--- config.mk ---
export PLATFORM = sky130hd
export DESIGN_NAME = cdu_bank
export DESIGN_NICKNAME = d
export VERILOG_FILES = /design/src/shared/cdu_pkg.sv /design/src/rtl/cdu_tick_div.sv /design/src/rtl/cdu_low_watch.sv /design/src/rtl/cdu_bank.sv
export SDC_FILE = /design/constraint.sdc
export NUM_CORES = 1
export LEC_CHECK = 0
export ABC_AREA = 1
export ABC_CLOCK_PERIOD_IN_PS = 4100
export BUFFER_PORTS_ARGS = -buffer_cell sky130_fd_sc_hd__buf_4
export CORE_UTILIZATION = 45
export DETAILED_ROUTE_END_ITERATION = 6
export GPL_TIMING_DRIVEN = 0
export PLACE_DENSITY = 0.73
export SLEW_MARGIN = 20
export SYNTH_ARGS = -nofsm -noshare
export SYNTH_HDL_FRONTEND = slang
export SYNTH_HIERARCHICAL = 1
export SYNTH_SLANG_ARGS = --single-unit
--- constraint.sdc ---
create_clock -name i_clk -period 4.1 [get_ports i_clk]
set_clock_uncertainty 0.05 [all_clocks]
set_input_delay 0.615 -clock i_clk [delete_from_list [all_inputs] [get_ports i_clk]]
set_output_delay 0.615 -clock i_clk [all_outputs]
set_load 0.03 [all_outputs]
--- src/shared/cdu_pkg.sv ---
// Purpose: constants and types of the conversion and dac update config bank
// Assumes: 125 MHz core clock, byte-wide register port
// Notes: reserved bits are masked off on write and read back as zero
package cdu_pkg;
    // register addresses
    localparam logic [7:0] ADDR_DAC_A = 8'h11;
    localparam logic [7:0] ADDR_DAC_B = 8'h13;
    localparam logic [7:0] ADDR_DAC_C = 8'h15;
    localparam logic [7:0] ADDR_DAC_D = 8'h17;
    localparam logic [7:0] ADDR_CONV_CTRL = 8'h19;
    localparam logic [7:0] ADDR_SRC_CTRL = 8'h1a;
    localparam logic [7:0] ADDR_DAC_CFG = 8'h1b;
    localparam logic [7:0] ADDR_LOAD_REG = 8'h1c;
    // reset value and writable-bit masks
    localparam logic [7:0] REG_RST = 8'h00;
    localparam logic [7:0] MASK_CONV = 8'h77;
    localparam logic [7:0] MASK_SRC = 8'h79;
    localparam logic [7:0] MASK_DAC = 8'h3f;
    localparam logic [7:0] RD_NONE = 8'h00;
    // field positions
    localparam int CC_CHAN_MSB = 2;
    localparam int CC_SINGLE = 4;
    localparam int CC_AVG_OFF = 5;
    localparam int CC_TIMEOUT = 6;
    localparam int CC_SOFT_RST = 7;
    localparam int SC_FAST = 0;
    localparam int SC_UPD_SRC = 3;
    localparam int SC_REF_VDD = 4;
    localparam int SC_TRACK_A = 5;
    localparam int SC_TRACK_B = 6;
    localparam int DC_RANGE_MSB = 3;
    localparam int DC_MODE_LSB = 4;
    localparam int DC_MODE_MSB = 5;
    localparam int LR_LOAD_MSB = 3;
    // channel codes
    localparam logic [2:0] CH_VDD = 3'h0;
    localparam logic [2:0] CH_INT_TEMP = 3'h1;
    localparam logic [2:0] CH_EXT_ANALOG_INPUT_ONE = 3'h2;
    localparam logic [2:0] CH_ANALOG_INPUT_TWO = 3'h3;
    localparam logic [2:0] CH_ANALOG_INPUT_THREE = 3'h4;
    localparam logic [2:0] CH_LAST = 3'h5;
    // input pair codes
    localparam logic [1:0] PAIR_EXT_TEMP = 2'h2;
    // load modes and load masks
    localparam logic [1:0] LM_SINGLE = 2'h0;
    localparam logic [1:0] LM_PAIR = 2'h1;
    localparam logic [1:0] LM_ALL = 2'h2;
    localparam logic [1:0] LM_REG = 2'h3;
    localparam logic [3:0] LD_NONE = 4'h0;
    localparam logic [3:0] LD_A = 4'h1;
    localparam logic [3:0] LD_B = 4'h2;
    localparam logic [3:0] LD_C = 4'h4;
    localparam logic [3:0] LD_D = 4'h8;
    localparam logic [3:0] LD_AB = 4'h3;
    localparam logic [3:0] LD_CD = 4'hc;
    localparam logic [3:0] LD_ALL = 4'hf;
    // averaging
    localparam int AVG_CONV = 16;
    localparam logic [3:0] AVG_LAST = 4'(AVG_CONV - 1);
    localparam logic [3:0] AVG_ZERO = 4'h0;
    localparam logic [3:0] AVG_STEP = 4'h1;
    // timing
    localparam int CLK_HZ = 125_000_000;
    localparam real ADC_SLOW_KHZ = 1.4;
    localparam real ADC_FAST_KHZ = 22.5;
    localparam int SCL_TMO_MS = 25;
    localparam int ADC_SLOW_DIV = int'($floor(CLK_HZ / (ADC_SLOW_KHZ * 1000.0)));
    localparam int ADC_FAST_DIV = int'($floor(CLK_HZ / (ADC_FAST_KHZ * 1000.0)));
    localparam int SCL_TMO_CYC = SCL_TMO_MS * (CLK_HZ / 1000);
    localparam int DIV_W = 17;
    localparam int TMO_W = 22;
    // conversion sequencer states
    typedef enum logic [2:0] {
        SQ_IDLE = 3'b001,
        SQ_START = 3'b010,
        SQ_WAIT = 3'b100
    } cdu_seq_t;
endpackage

--- src/rtl/cdu_tick_div.sv ---
// Purpose: adc conversion clock tick generator
// Assumes: reload values are at least two cycles
// Notes: a speed change takes effect at the next wrap
`timescale 1ns/1ps
module cdu_tick_div #(
    parameter int SLOW_DIV = cdu_pkg::ADC_SLOW_DIV,
    parameter int FAST_DIV = cdu_pkg::ADC_FAST_DIV
) (
    // clock and reset
    input wire logic i_clk,
    input wire logic i_rst,
    input wire logic i_ce,
    // control and tick
    input wire logic i_fast,
    output logic o_tick
);
    localparam int W = cdu_pkg::DIV_W;
    localparam logic [W-1:0] SLOW_LOAD = W'(SLOW_DIV - 1);
    localparam logic [W-1:0] FAST_LOAD = W'(FAST_DIV - 1);
    localparam logic [W-1:0] CNT_ZERO = W'(0);
    localparam logic [W-1:0] CNT_STEP = W'(1);

    logic [W-1:0] cnt_ff;
    logic tick_ff;

    always_ff @(posedge i_clk or posedge i_rst) begin
        if (i_rst) begin
            cnt_ff <= CNT_ZERO;
            tick_ff <= 1'b0;
        end else if (i_ce) begin
            tick_ff <= (cnt_ff == CNT_ZERO);
            if (cnt_ff == CNT_ZERO) begin
                cnt_ff <= i_fast ? FAST_LOAD : SLOW_LOAD;
            end else begin
                cnt_ff <= cnt_ff - CNT_STEP;
            end
        end
    end

    assign o_tick = tick_ff;
endmodule

--- src/rtl/cdu_low_watch.sv ---
// Purpose: flags a line held low longer than a limit
// Assumes: line is synchronous to the clock
// Notes: flag drops as soon as the line is high or watching is off
`timescale 1ns/1ps
module cdu_low_watch #(
    parameter int LIMIT = cdu_pkg::SCL_TMO_CYC
) (
    // clock and reset
    input wire logic i_clk,
    input wire logic i_rst,
    input wire logic i_ce,
    // line and flag
    input wire logic i_enable,
    input wire logic i_level,
    output logic o_expired
);
    localparam int W = cdu_pkg::TMO_W;
    localparam logic [W-1:0] CNT_LIM = W'(LIMIT - 1);
    localparam logic [W-1:0] CNT_ZERO = W'(0);
    localparam logic [W-1:0] CNT_STEP = W'(1);

    logic [W-1:0] cnt_ff;
    logic expired_ff;

    always_ff @(posedge i_clk or posedge i_rst) begin
        if (i_rst) begin
            cnt_ff <= CNT_ZERO;
            expired_ff <= 1'b0;
        end else if (i_ce) begin
            if (!i_enable || i_level) begin
                cnt_ff <= CNT_ZERO;
                expired_ff <= 1'b0;
            end else if (cnt_ff == CNT_LIM) begin
                expired_ff <= 1'b1;
            end else begin
                cnt_ff <= cnt_ff + CNT_STEP;
            end
        end
    end

    assign o_expired = expired_ff;
endmodule

--- src/rtl/cdu_bank.sv ---
// Purpose: conversion and dac update configuration bank with sequencer
// Assumes: register port is the decoded serial interface access
// Notes: first control register bits arrive as plain inputs
`timescale 1ns/1ps
module cdu_bank #(
    parameter int SLOW_DIV = cdu_pkg::ADC_SLOW_DIV,
    parameter int FAST_DIV = cdu_pkg::ADC_FAST_DIV,
    parameter int SCL_TMO = cdu_pkg::SCL_TMO_CYC
) (
    // clock and reset
    input wire logic i_clk,
    input wire logic i_rst,
    input wire logic i_ce,
    // register port
    input wire logic i_wr_en,
    input wire logic i_rd_en,
    input wire logic [7:0] i_addr,
    input wire logic [7:0] i_wdata,
    output logic [7:0] o_rdata,
    // first control register fields
    input wire logic i_monitor_en,
    input wire logic [1:0] i_pair_sel,
    // pins
    input wire logic i_dac_load_strobe_n,
    input wire logic i_scl,
    output logic o_scl_release,
    // converter handshake
    input wire logic i_conv_done,
    output logic o_conv_start,
    output logic [2:0] o_conv_chan,
    output logic o_conv_ext_temp,
    output logic o_result_store,
    // analog settings
    output logic o_avg_disable,
    output logic o_fast_clk,
    output logic o_filter_off,
    output logic o_ref_vdd,
    output logic [3:0] o_dac_range,
    output logic o_soft_reset,
    // dac codes and loads
    input wire logic [7:0] i_dac_a_code,
    input wire logic [7:0] i_dac_b_code,
    input wire logic [7:0] i_int_temp_code,
    input wire logic [7:0] i_ext_temp_code,
    output logic [7:0] o_dac_a_value,
    output logic [7:0] o_dac_b_value,
    output logic [3:0] o_dac_load
);
    logic [7:0] conv_ctrl_ff;
    logic [7:0] src_ctrl_ff;
    logic [7:0] dac_cfg_ff;
    logic [7:0] rdata_ff;
    logic soft_rst_ff;
    logic soft_wr;
    logic [3:0] load_ff;
    logic [3:0] nxt_load;
    logic pin_q_ff;
    logic [7:0] dac_a_ff;
    logic [7:0] dac_b_ff;
    cdu_pkg::cdu_seq_t state_ff;
    logic [2:0] rr_chan_ff;
    logic [3:0] avg_cnt_ff;
    logic [2:0] chan_ff;
    logic ext_ff;
    logic store_ff;
    logic tick;
    logic single;
    logic ext_sel;
    logic [2:0] cfg_chan;
    logic [2:0] cur_chan;
    logic chan_legal;
    logic [3:0] avg_last;
    logic [1:0] load_mode;
    logic pin_fall;

    function automatic logic [2:0] next_rr(input logic [2:0] c,
                                           input logic ext);
        logic [2:0] n;
        n = (c >= cdu_pkg::CH_LAST) ? cdu_pkg::CH_VDD : c + 3'h1;
        // second input shares its pin with the diode
        if (ext && n == cdu_pkg::CH_ANALOG_INPUT_TWO) begin
            n = cdu_pkg::CH_ANALOG_INPUT_THREE;
        end
        return n;
    endfunction

    assign soft_wr = i_wr_en && i_addr == cdu_pkg::ADDR_CONV_CTRL &&
                     i_wdata[cdu_pkg::CC_SOFT_RST];
    assign single = conv_ctrl_ff[cdu_pkg::CC_SINGLE];
    assign cfg_chan = conv_ctrl_ff[cdu_pkg::CC_CHAN_MSB:0];
    assign ext_sel = i_pair_sel == cdu_pkg::PAIR_EXT_TEMP;
    assign load_mode = dac_cfg_ff[cdu_pkg::DC_MODE_MSB:cdu_pkg::DC_MODE_LSB];

    // register storage; soft reset write clears instead of storing
    always_ff @(posedge i_clk or posedge i_rst) begin
        if (i_rst) begin
            conv_ctrl_ff <= cdu_pkg::REG_RST;
            src_ctrl_ff <= cdu_pkg::REG_RST;
            dac_cfg_ff <= cdu_pkg::REG_RST;
        end else if (i_ce) begin
            if (soft_wr) begin
                conv_ctrl_ff <= cdu_pkg::REG_RST;
                src_ctrl_ff <= cdu_pkg::REG_RST;
                dac_cfg_ff <= cdu_pkg::REG_RST;
            end else if (i_wr_en) begin
                unique case (i_addr)
                    cdu_pkg::ADDR_CONV_CTRL: begin
                        // soft reset bit never stored
                        conv_ctrl_ff <= i_wdata & cdu_pkg::MASK_CONV;
                    end
                    cdu_pkg::ADDR_SRC_CTRL: begin
                        src_ctrl_ff <= i_wdata & cdu_pkg::MASK_SRC;
                    end
                    cdu_pkg::ADDR_DAC_CFG: begin
                        dac_cfg_ff <= i_wdata & cdu_pkg::MASK_DAC;
                    end
                    default: begin
                    end
                endcase
            end
        end
    end

    // soft reset pulse toward dac outputs and the rest of the device
    always_ff @(posedge i_clk or posedge i_rst) begin
        if (i_rst) begin
            soft_rst_ff <= 1'b0;
        end else if (i_ce) begin
            soft_rst_ff <= soft_wr;
        end
    end

    // read data, unmapped addresses read zero
    always_ff @(posedge i_clk or posedge i_rst) begin
        if (i_rst) begin
            rdata_ff <= cdu_pkg::RD_NONE;
        end else if (i_ce && i_rd_en) begin
            unique case (i_addr)
                cdu_pkg::ADDR_CONV_CTRL: rdata_ff <= conv_ctrl_ff;
                cdu_pkg::ADDR_SRC_CTRL: rdata_ff <= src_ctrl_ff;
                cdu_pkg::ADDR_DAC_CFG: rdata_ff <= dac_cfg_ff;
                default: rdata_ff <= cdu_pkg::RD_NONE;
            endcase
        end
    end

    // load command generation
    assign pin_fall = pin_q_ff && !i_dac_load_strobe_n;

    always_comb begin
        nxt_load = cdu_pkg::LD_NONE;
        if (!src_ctrl_ff[cdu_pkg::SC_UPD_SRC]) begin
            if (pin_fall) begin
                nxt_load = cdu_pkg::LD_ALL;
            end
        end else if (i_wr_en) begin
            unique case (load_mode)
                cdu_pkg::LM_SINGLE: begin
                    unique case (i_addr)
                        cdu_pkg::ADDR_DAC_A: nxt_load = cdu_pkg::LD_A;
                        cdu_pkg::ADDR_DAC_B: nxt_load = cdu_pkg::LD_B;
                        cdu_pkg::ADDR_DAC_C: nxt_load = cdu_pkg::LD_C;
                        cdu_pkg::ADDR_DAC_D: nxt_load = cdu_pkg::LD_D;
                        default: nxt_load = cdu_pkg::LD_NONE;
                    endcase
                end
                cdu_pkg::LM_PAIR: begin
                    if (i_addr == cdu_pkg::ADDR_DAC_B) begin
                        nxt_load = cdu_pkg::LD_AB;
                    end else if (i_addr == cdu_pkg::ADDR_DAC_D) begin
                        nxt_load = cdu_pkg::LD_CD;
                    end
                end
                cdu_pkg::LM_ALL: begin
                    if (i_addr == cdu_pkg::ADDR_DAC_D) begin
                        nxt_load = cdu_pkg::LD_ALL;
                    end
                end
                cdu_pkg::LM_REG: begin
                    if (i_addr == cdu_pkg::ADDR_LOAD_REG) begin
                        nxt_load = i_wdata[cdu_pkg::LR_LOAD_MSB:0];
                    end
                end
            endcase
        end
    end

    always_ff @(posedge i_clk or posedge i_rst) begin
        if (i_rst) begin
            load_ff <= cdu_pkg::LD_NONE;
            pin_q_ff <= 1'b1;
        end else if (i_ce) begin
            load_ff <= nxt_load;
            pin_q_ff <= i_dac_load_strobe_n;
        end
    end

    // temperature tracking on the first two dacs
    always_ff @(posedge i_clk or posedge i_rst) begin
        if (i_rst) begin
            dac_a_ff <= cdu_pkg::REG_RST;
            dac_b_ff <= cdu_pkg::REG_RST;
        end else if (i_ce) begin
            dac_a_ff <= src_ctrl_ff[cdu_pkg::SC_TRACK_A] ?
                        i_int_temp_code : i_dac_a_code;
            dac_b_ff <= src_ctrl_ff[cdu_pkg::SC_TRACK_B] ?
                        i_ext_temp_code : i_dac_b_code;
        end
    end

    // conversion clock and bus timeout
    cdu_tick_div #(
        .SLOW_DIV(SLOW_DIV),
        .FAST_DIV(FAST_DIV)
    ) u_div (
        .i_clk(i_clk),
        .i_rst(i_rst),
        .i_ce(i_ce),
        .i_fast(src_ctrl_ff[cdu_pkg::SC_FAST]),
        .o_tick(tick)
    );

    cdu_low_watch #(
        .LIMIT(SCL_TMO)
    ) u_scl (
        .i_clk(i_clk),
        .i_rst(i_rst),
        .i_ce(i_ce),
        .i_enable(conv_ctrl_ff[cdu_pkg::CC_TIMEOUT]),
        .i_level(i_scl),
        .o_expired(o_scl_release)
    );

    // conversion sequencer
    assign cur_chan = single ? cfg_chan : rr_chan_ff;
    assign chan_legal = cur_chan <= cdu_pkg::CH_LAST;
    assign avg_last = conv_ctrl_ff[cdu_pkg::CC_AVG_OFF] ?
                      cdu_pkg::AVG_ZERO : cdu_pkg::AVG_LAST;

    always_ff @(posedge i_clk or posedge i_rst) begin
        if (i_rst) begin
            state_ff <= cdu_pkg::SQ_IDLE;
            rr_chan_ff <= cdu_pkg::CH_VDD;
            avg_cnt_ff <= cdu_pkg::AVG_ZERO;
            chan_ff <= cdu_pkg::CH_VDD;
            ext_ff <= 1'b0;
            store_ff <= 1'b0;
        end else if (i_ce) begin
            store_ff <= 1'b0;
            unique case (state_ff)
                cdu_pkg::SQ_IDLE: begin
                    if (!i_monitor_en) begin
                        avg_cnt_ff <= cdu_pkg::AVG_ZERO;
                    end else if (tick && chan_legal) begin
                        state_ff <= cdu_pkg::SQ_START;
                        chan_ff <= cur_chan;
                        ext_ff <= ext_sel && cur_chan == cdu_pkg::CH_EXT_ANALOG_INPUT_ONE;
                    end
                end
                cdu_pkg::SQ_START: begin
                    state_ff <= cdu_pkg::SQ_WAIT;
                end
                cdu_pkg::SQ_WAIT: begin
                    if (!i_monitor_en) begin
                        state_ff <= cdu_pkg::SQ_IDLE;
                        avg_cnt_ff <= cdu_pkg::AVG_ZERO;
                    end else if (i_conv_done) begin
                        state_ff <= cdu_pkg::SQ_IDLE;
                        if (avg_cnt_ff >= avg_last) begin
                            avg_cnt_ff <= cdu_pkg::AVG_ZERO;
                            store_ff <= 1'b1;
                            rr_chan_ff <= next_rr(rr_chan_ff, ext_sel);
                        end else begin
                            avg_cnt_ff <= avg_cnt_ff + cdu_pkg::AVG_STEP;
                        end
                    end
                end
                default: state_ff <= cdu_pkg::SQ_IDLE;
            endcase
        end
    end

    // outputs
    assign o_rdata = rdata_ff;
    assign o_conv_start = state_ff == cdu_pkg::SQ_START;
    assign o_conv_chan = chan_ff;
    assign o_conv_ext_temp = ext_ff;
    assign o_result_store = store_ff;
    assign o_avg_disable = conv_ctrl_ff[cdu_pkg::CC_AVG_OFF];
    assign o_fast_clk = src_ctrl_ff[cdu_pkg::SC_FAST];
    assign o_filter_off = src_ctrl_ff[cdu_pkg::SC_FAST];
    assign o_ref_vdd = src_ctrl_ff[cdu_pkg::SC_REF_VDD];
    assign o_dac_range = dac_cfg_ff[cdu_pkg::DC_RANGE_MSB:0];
    assign o_soft_reset = soft_rst_ff;
    assign o_dac_a_value = dac_a_ff;
    assign o_dac_b_value = dac_b_ff;
    assign o_dac_load = load_ff;

    // checks
    soft_reset_a: assert property (@(posedge i_clk) disable iff (i_rst)
        i_ce && soft_wr |=> o_soft_reset && conv_ctrl_ff == 8'h00 &&
        src_ctrl_ff == 8'h00 && dac_cfg_ff == 8'h00)
        else $error("soft reset did not clear registers");
    self_clear_a: assert property (@(posedge i_clk) disable iff (i_rst)
        i_ce && i_rd_en && i_addr == cdu_pkg::ADDR_CONV_CTRL |=> !o_rdata[7])
        else $error("soft reset bit read back set");
    reserved_chan_a: assert property (@(posedge i_clk) disable iff (i_rst)
        state_ff == cdu_pkg::SQ_IDLE && single && cfg_chan > 3'h5
        |=> !o_conv_start)
        else $error("reserved channel started a conversion");
    monitor_off_a: assert property (@(posedge i_clk) disable iff (i_rst)
        state_ff == cdu_pkg::SQ_IDLE && !i_monitor_en |=> !o_conv_start)
        else $error("conversion started while monitoring off");
    single_chan_a: assert property (@(posedge i_clk) disable iff (i_rst)
        i_ce && state_ff == cdu_pkg::SQ_IDLE && i_monitor_en && tick &&
        single && chan_legal
        |=> o_conv_start && o_conv_chan == $past(cfg_chan))
        else $error("single channel start or code wrong");
    ext_select_a: assert property (@(posedge i_clk) disable iff (i_rst)
        i_ce && state_ff == cdu_pkg::SQ_IDLE && i_monitor_en && tick &&
        chan_legal |=> o_conv_ext_temp ==
        $past(i_pair_sel == 2'h2 && cur_chan == 3'h2))
        else $error("diode or first input selection wrong");
    avg_count_a: assert property (@(posedge i_clk) disable iff (i_rst)
        $rose(o_result_store) |->
        $past(avg_cnt_ff) == ($past(o_avg_disable) ? 4'h0 : 4'hf))
        else $error("result stored after wrong number of conversions");
    load_single_a: assert property (@(posedge i_clk) disable iff (i_rst)
        i_ce && i_wr_en && src_ctrl_ff[3] && load_mode == 2'h0 &&
        i_addr == cdu_pkg::ADDR_DAC_B |=> o_dac_load == 4'h2)
        else $error("single load mode loaded wrong dacs");
    load_pair_a: assert property (@(posedge i_clk) disable iff (i_rst)
        i_ce && i_wr_en && src_ctrl_ff[3] && load_mode == 2'h1 &&
        i_addr == cdu_pkg::ADDR_DAC_D |=> o_dac_load == 4'hc)
        else $error("pair load mode loaded wrong dacs");
    load_all_a: assert property (@(posedge i_clk) disable iff (i_rst)
        i_ce && i_wr_en && src_ctrl_ff[3] && load_mode == 2'h2 &&
        i_addr == cdu_pkg::ADDR_DAC_D |=> o_dac_load == 4'hf)
        else $error("all load mode did not load four dacs");
    load_reg_a: assert property (@(posedge i_clk) disable iff (i_rst)
        i_ce && i_wr_en && src_ctrl_ff[3] && load_mode == 2'h3 &&
        i_addr[7:4] == 4'h1 && i_addr[0] |=> o_dac_load == 4'h0)
        else $error("dac write loaded in register mode");
    pin_load_a: assert property (@(posedge i_clk) disable iff (i_rst)
        i_ce && !src_ctrl_ff[3] && pin_q_ff && !i_dac_load_strobe_n
        |=> o_dac_load == 4'hf)
        else $error("load pin edge did not load dacs");
    track_a_a: assert property (@(posedge i_clk) disable iff (i_rst)
        i_ce && src_ctrl_ff[5] |=> o_dac_a_value == $past(i_int_temp_code))
        else $error("first dac not tracking temperature");
endmodule

======== After elaboration in Yosys (flattened, before gate mapping) ========
Cells that the tools add are included.
operators by class
  magnitude comparators ................... 3
  equal/unequal tests ..................... 23
  muxes and demuxes ....................... 45
  add/subtract/negate cells ............... 4
  reductions and logical operators ........ 27
operators by type and width
  cell                                                                  count
  8-bit two-way mux                                                     11
  8-bit by 5-bit == test with 1-bit output, second input constant       8
  4-bit two-way mux                                                     12
  22-bit two-way mux                                                    2
  17-bit two-way mux                                                    2
  4-bit case mux with 4 select lines                                    2
  8-bit case mux with 3 select lines                                    1
  22-bit by 1-bit adder with 22-bit output, second input constant       1
  22-bit == test, second input constant                                 1
  3-bit two-way mux                                                     7
  17-bit zero test                                                      1
  17-bit by 1-bit subtractor with 17-bit output, second input constant  1
  4-bit AND reduction                                                   3
  2-bit nonzero test                                                    6
  3-bit by 2-bit == test with 1-bit output, second input constant       3
  3-bit case mux with 3 select lines                                    1
  3-bit AND reduction                                                   3
  4-bit case mux with 2 select lines                                    1
  1-bit logical AND                                                     7
  2-bit == test, second input constant                                  3
  1-bit two-way mux                                                     6
  2-bit inequality test, second input constant                          3
  5-bit AND reduction                                                   1
  4-bit by 1-bit adder with 4-bit output, second input constant         1
  other kinds (13)                                                      15
word-level totals
  flip-flop bits (word level) ............. 110
  logic and storage cells ................. 121

======== Longest topological paths before layout ========
  word-level depth ........................ 6
  depth in mapped cells ................... 12
  depth with buffers taken out ............ 12

======== Cells and area by module ========
The synthesis kept the hierarchy.
by module, submodules not included
  module         sequential area each (um2)  cells each  area each (um2)  times used
  cdu_bank       1529.0                      461         3399.5           1
  cdu_low_watch  575.6                       231         1540.2           1
  cdu_tick_div   450.4                       167         1202.4           1

======== Worst setup path after synthesis ========
Ideal clock, no wire load.
  kind .................................... register to output
  start ................................... register state_ff[0]
  end ..................................... output port o_conv_start
  arrival time ............................ 1.149 ns
  stages on the path, launching flop included .. 2
  slack ................................... 2.286 ns
  cells stage by stage .................... dfstp_2 -> nor3_1
on the way
  cells in the longest elaborated chain, start to end .. 1
ends and longest elaborated chain
  item                                      line             text
  start: declaration                        cdu_bank.sv:60   cdu_pkg::cdu_seq_t state_ff;
  start signal: assignment                  cdu_bank.sv:242  state_ff <= cdu_pkg::SQ_IDLE;
  start signal: assignment                  cdu_bank.sv:255  state_ff <= cdu_pkg::SQ_START;
  start signal: assignment                  cdu_bank.sv:261  state_ff <= cdu_pkg::SQ_WAIT;
  3-bit by 2-bit == test with 1-bit output  cdu_bank.sv:285  assign o_conv_start = state_ff == cdu_pkg::SQ_START;
  end: declaration                          cdu_bank.sv:29   output logic o_conv_start,
Every way passes these cells.

======== Final worst setup path ========
  start ................................... register state_ff[1]
  end ..................................... output port o_conv_start
Same word-level chain as after synthesis.

==> results.md <==
- Grt total ovfl: 0
- Sink Count: just over 100
- Placed Instance Area: about 7200 µm²
- Layout Nets: between 1000 and 1500
- Sequential area share after synthesis: between 40% and 50%
- Fmax: about 0.5 GHz
- Required time of the worst setup path: 3.43 ns
- Total CTS buffers: 9
- Synth async-reset ratio: 100.0%
- Reg clk slew, reported paths: roughly 0.070 ns
- Pleak: between 3 and 4 nW
- DR WL/cell: about 13 µm
- Setup Crit Path Kind: flip-flop to primary output
- Post-CTS Setup Bufs: 0
- Count of cells resized by post-cts repair: 0
- Die Span Y: roughly 120 µm
- Starting density of the core: between 40 and 50%
- R2r endpoint: u_scl/cnt_ff[13]
- TritonCTS clock tree: done
- Average cell area after synthesis: 7.150 µm²
- Most frequent cells in the layout: nand2_1 (277), buf_4 (108), dfrtp_1 (100)
- Reg2reg setup slack: approximately 2.3 ns
- Largest net degree at the start of global routing: 52
- CP Capture Type: primary output
- Setup Viol. Count Final: 0
- Via/cell ratio: between 4 and 5
- Outcome: completed
- First-pass GRT wire length: between 20000 and 30000 µm
- Post-synth net total: ~930
- Post-DP HPWL: 11160 µm
- Fraction of final layout cells sized beyond drive strength 1: 19.96%
- Relative slew slack: a little over two fifths
- Die width: around 120 µm
- Level count of the clock H-tree: 3
- Place WS: ~1.9 ns
- Number of max-cap violations: 0
- Initial antenna violation count: 0
- Final WS setup: roughly 2.2 ns
- Critical Path AT: roughly 1.3 ns
- Post-route clock period utilization: 47.55%
- EDFF count, synth: 0
- Detailed Route Iter0 Violations: between 300 and 400
- Core Area: ~13000 µm²
- Reg2reg start: conv_ctrl_ff[6]
- Row cnt: 42
- Post-route setup TNS: 0 ns
- IO Port Bufs: roughly 100
- PD cells: roughly 340 nW/µm²
- First-pass DRT Iterations: 5
- Finished Cell Area: roughly 7400 µm²
- Crit path from: state_ff[1]
- Commonest non-fill, non-tap cell in the layout: nand2_1
- Final min period: 1.949 ns
- DRC: 0
- DRT antenna net count: 0
- P&R area growth vs syn: 21.21%
- Die footprint: ~14000 µm²
- Final Hold Fails: 0
- Seq cells post-synth: between 100 and 150
- Ys flop type: dfrtp_1
- Nature of the critical path startpoint: flip-flop
- Vias: 5654
- Worst hold margin: roughly 0.13 ns
- Count of final max-slew check failures: 0
- GPL Wtd Cong: between 0.8 and 0.9
- Clk_lat worst skew: ~0.36 ns
- Io pins: 103
- Synth Cell Area: 6142 µm²
- Clock Path Buffers: 2
- Worst Tran Pin Value: 0.8693 ns
- Max VDD drop: 0.2436 mV
- R2R cell count: 6
- DRT Wirelength: ~15000 µm
- Mapped Cells: approximately 860
- Overall global routing resource usage: a little under a quarter
- Crit path capture: o_conv_start
- Synth unique cells: just over 40
- Crit Path Max Fanout: 3
- Vias in the first global route: 5350
- Hold WC Path Type: input pin to async pin
- ANT cells: 0
- Yosys warning total: 6
- Hold_buf cts: 0
- Clock root cell: clkbuf_16
- RSZ-0062 raised after global routing: false
cell families (layout without fill, tap and decap cells):
group,Yosys count,after routing,share of synthesized area [%]
AOI/OAI and AO/OA,89,89,7.720
xor gates and xnor gates,17,17,2.424
DFF,102,102,41.60
other,1,1,0.06105
buffers and inverters,127,245,8.698
and+or+nand+nor,512,512,37.26
adders and majority gates,11,11,2.241
synthesized netlist by cell type, drive strengths merged (3+ instances only):
library cell  instances  share of area, %
dfrtp               100                41
nor2                118               8.8
nor3                  9              0.98
nand2               297                19
nand3b                3              0.37
xor2                 12               1.7
nand4                20               2.0
a21oi                15               1.5
inv                 102               6.3
buf                  15               1.8
ha                   11               2.2
o21ai                70               5.8
clkinv                3              0.20
xnor2                 5              0.71
nand3                62               5.4
clkbuf                7              0.43
per-layer routing:
layer	share of wire [%]	track usage [%]
met2	46	36.66
met4	1.9	6.725
met1	48	30.29
met3	4.4	4.885
met5	0	0
how the worst min path moves through the flow:
stage                          from  depth (start not counted)  slack, ns              end
finish                        i_rst                          2       0.13   o_conv_chan[0]
CTS                           i_rst                          2       0.13   o_conv_chan[0]
detailed placement  o_conv_ext_temp                          2       0.41  o_conv_ext_temp
global route                  i_rst                          2       0.14    avg_cnt_ff[2]
global placement    o_conv_ext_temp                          2       0.42  o_conv_ext_temp
floorplan              u_div/o_tick                          2       0.40     u_div/o_tick
worst max-delay path, stage by stage, from the launching register on:
cell,delay [ns]
dfrtp_1,0.38
inv_1,0.06
nor3_1,0.26
buf_4,0.23
per-stage QoR:
step	total power [W]	util [%]	instances
finish	0.002563	55.99	1153
global route	0.002715	55.99	1153
CTS	0.002589	55.99	1153
detailed placement	0.001734	53.78	1137
global placement	0.001717	53.56	1136
floorplan	0.001555	-	859
final cells by class:
type | count | area [µm²]
Clock inverter | 5 | 41.29
Sequential cell | 102 | 2555
Fill cell | 1281 | 5851
Multi-Input combinational cell | 630 | 3053
Clock buffer | 11 | 252.7
Buffer | 22 | 136.4
Inverter | 105 | 400.4
Timing Repair Buffer | 102 | 785.8
Tap cell | 176 | 220.2
report_power, final:
part / leakage, nW / switching, W / internal (W) / total (W)
Sequential: 1.33 / 0.0000830 / 0.00109 / 0.00118
Clock: 0.144 / 0.000399 / 0.000452 / 0.000851
Combinational: 2.41 / 0.000336 / 0.000200 / 0.000536
Total: 3.89 / 0.000818 / 0.00175 / 0.00256
flip-flops by register name, indices dropped and copies added (netlist names):
signal,cells
o_rdata,7
o_dac_a_value,8
u_scl/o_expired,1
rr_chan_ff,3
o_dac_load,4
pin_q_ff,1
o_soft_reset,1
dac_cfg_ff,6
u_div/cnt_ff,17
u_div/o_tick,1
o_conv_chan,3
avg_cnt_ff,4
o_dac_b_value,8
u_scl/cnt_ff,22
o_conv_ext_temp,1
o_result_store,1
src_ctrl_ff,5
conv_ctrl_ff,6
state_ff,3
No activity file was read; power rests on OpenSTA's default activity.
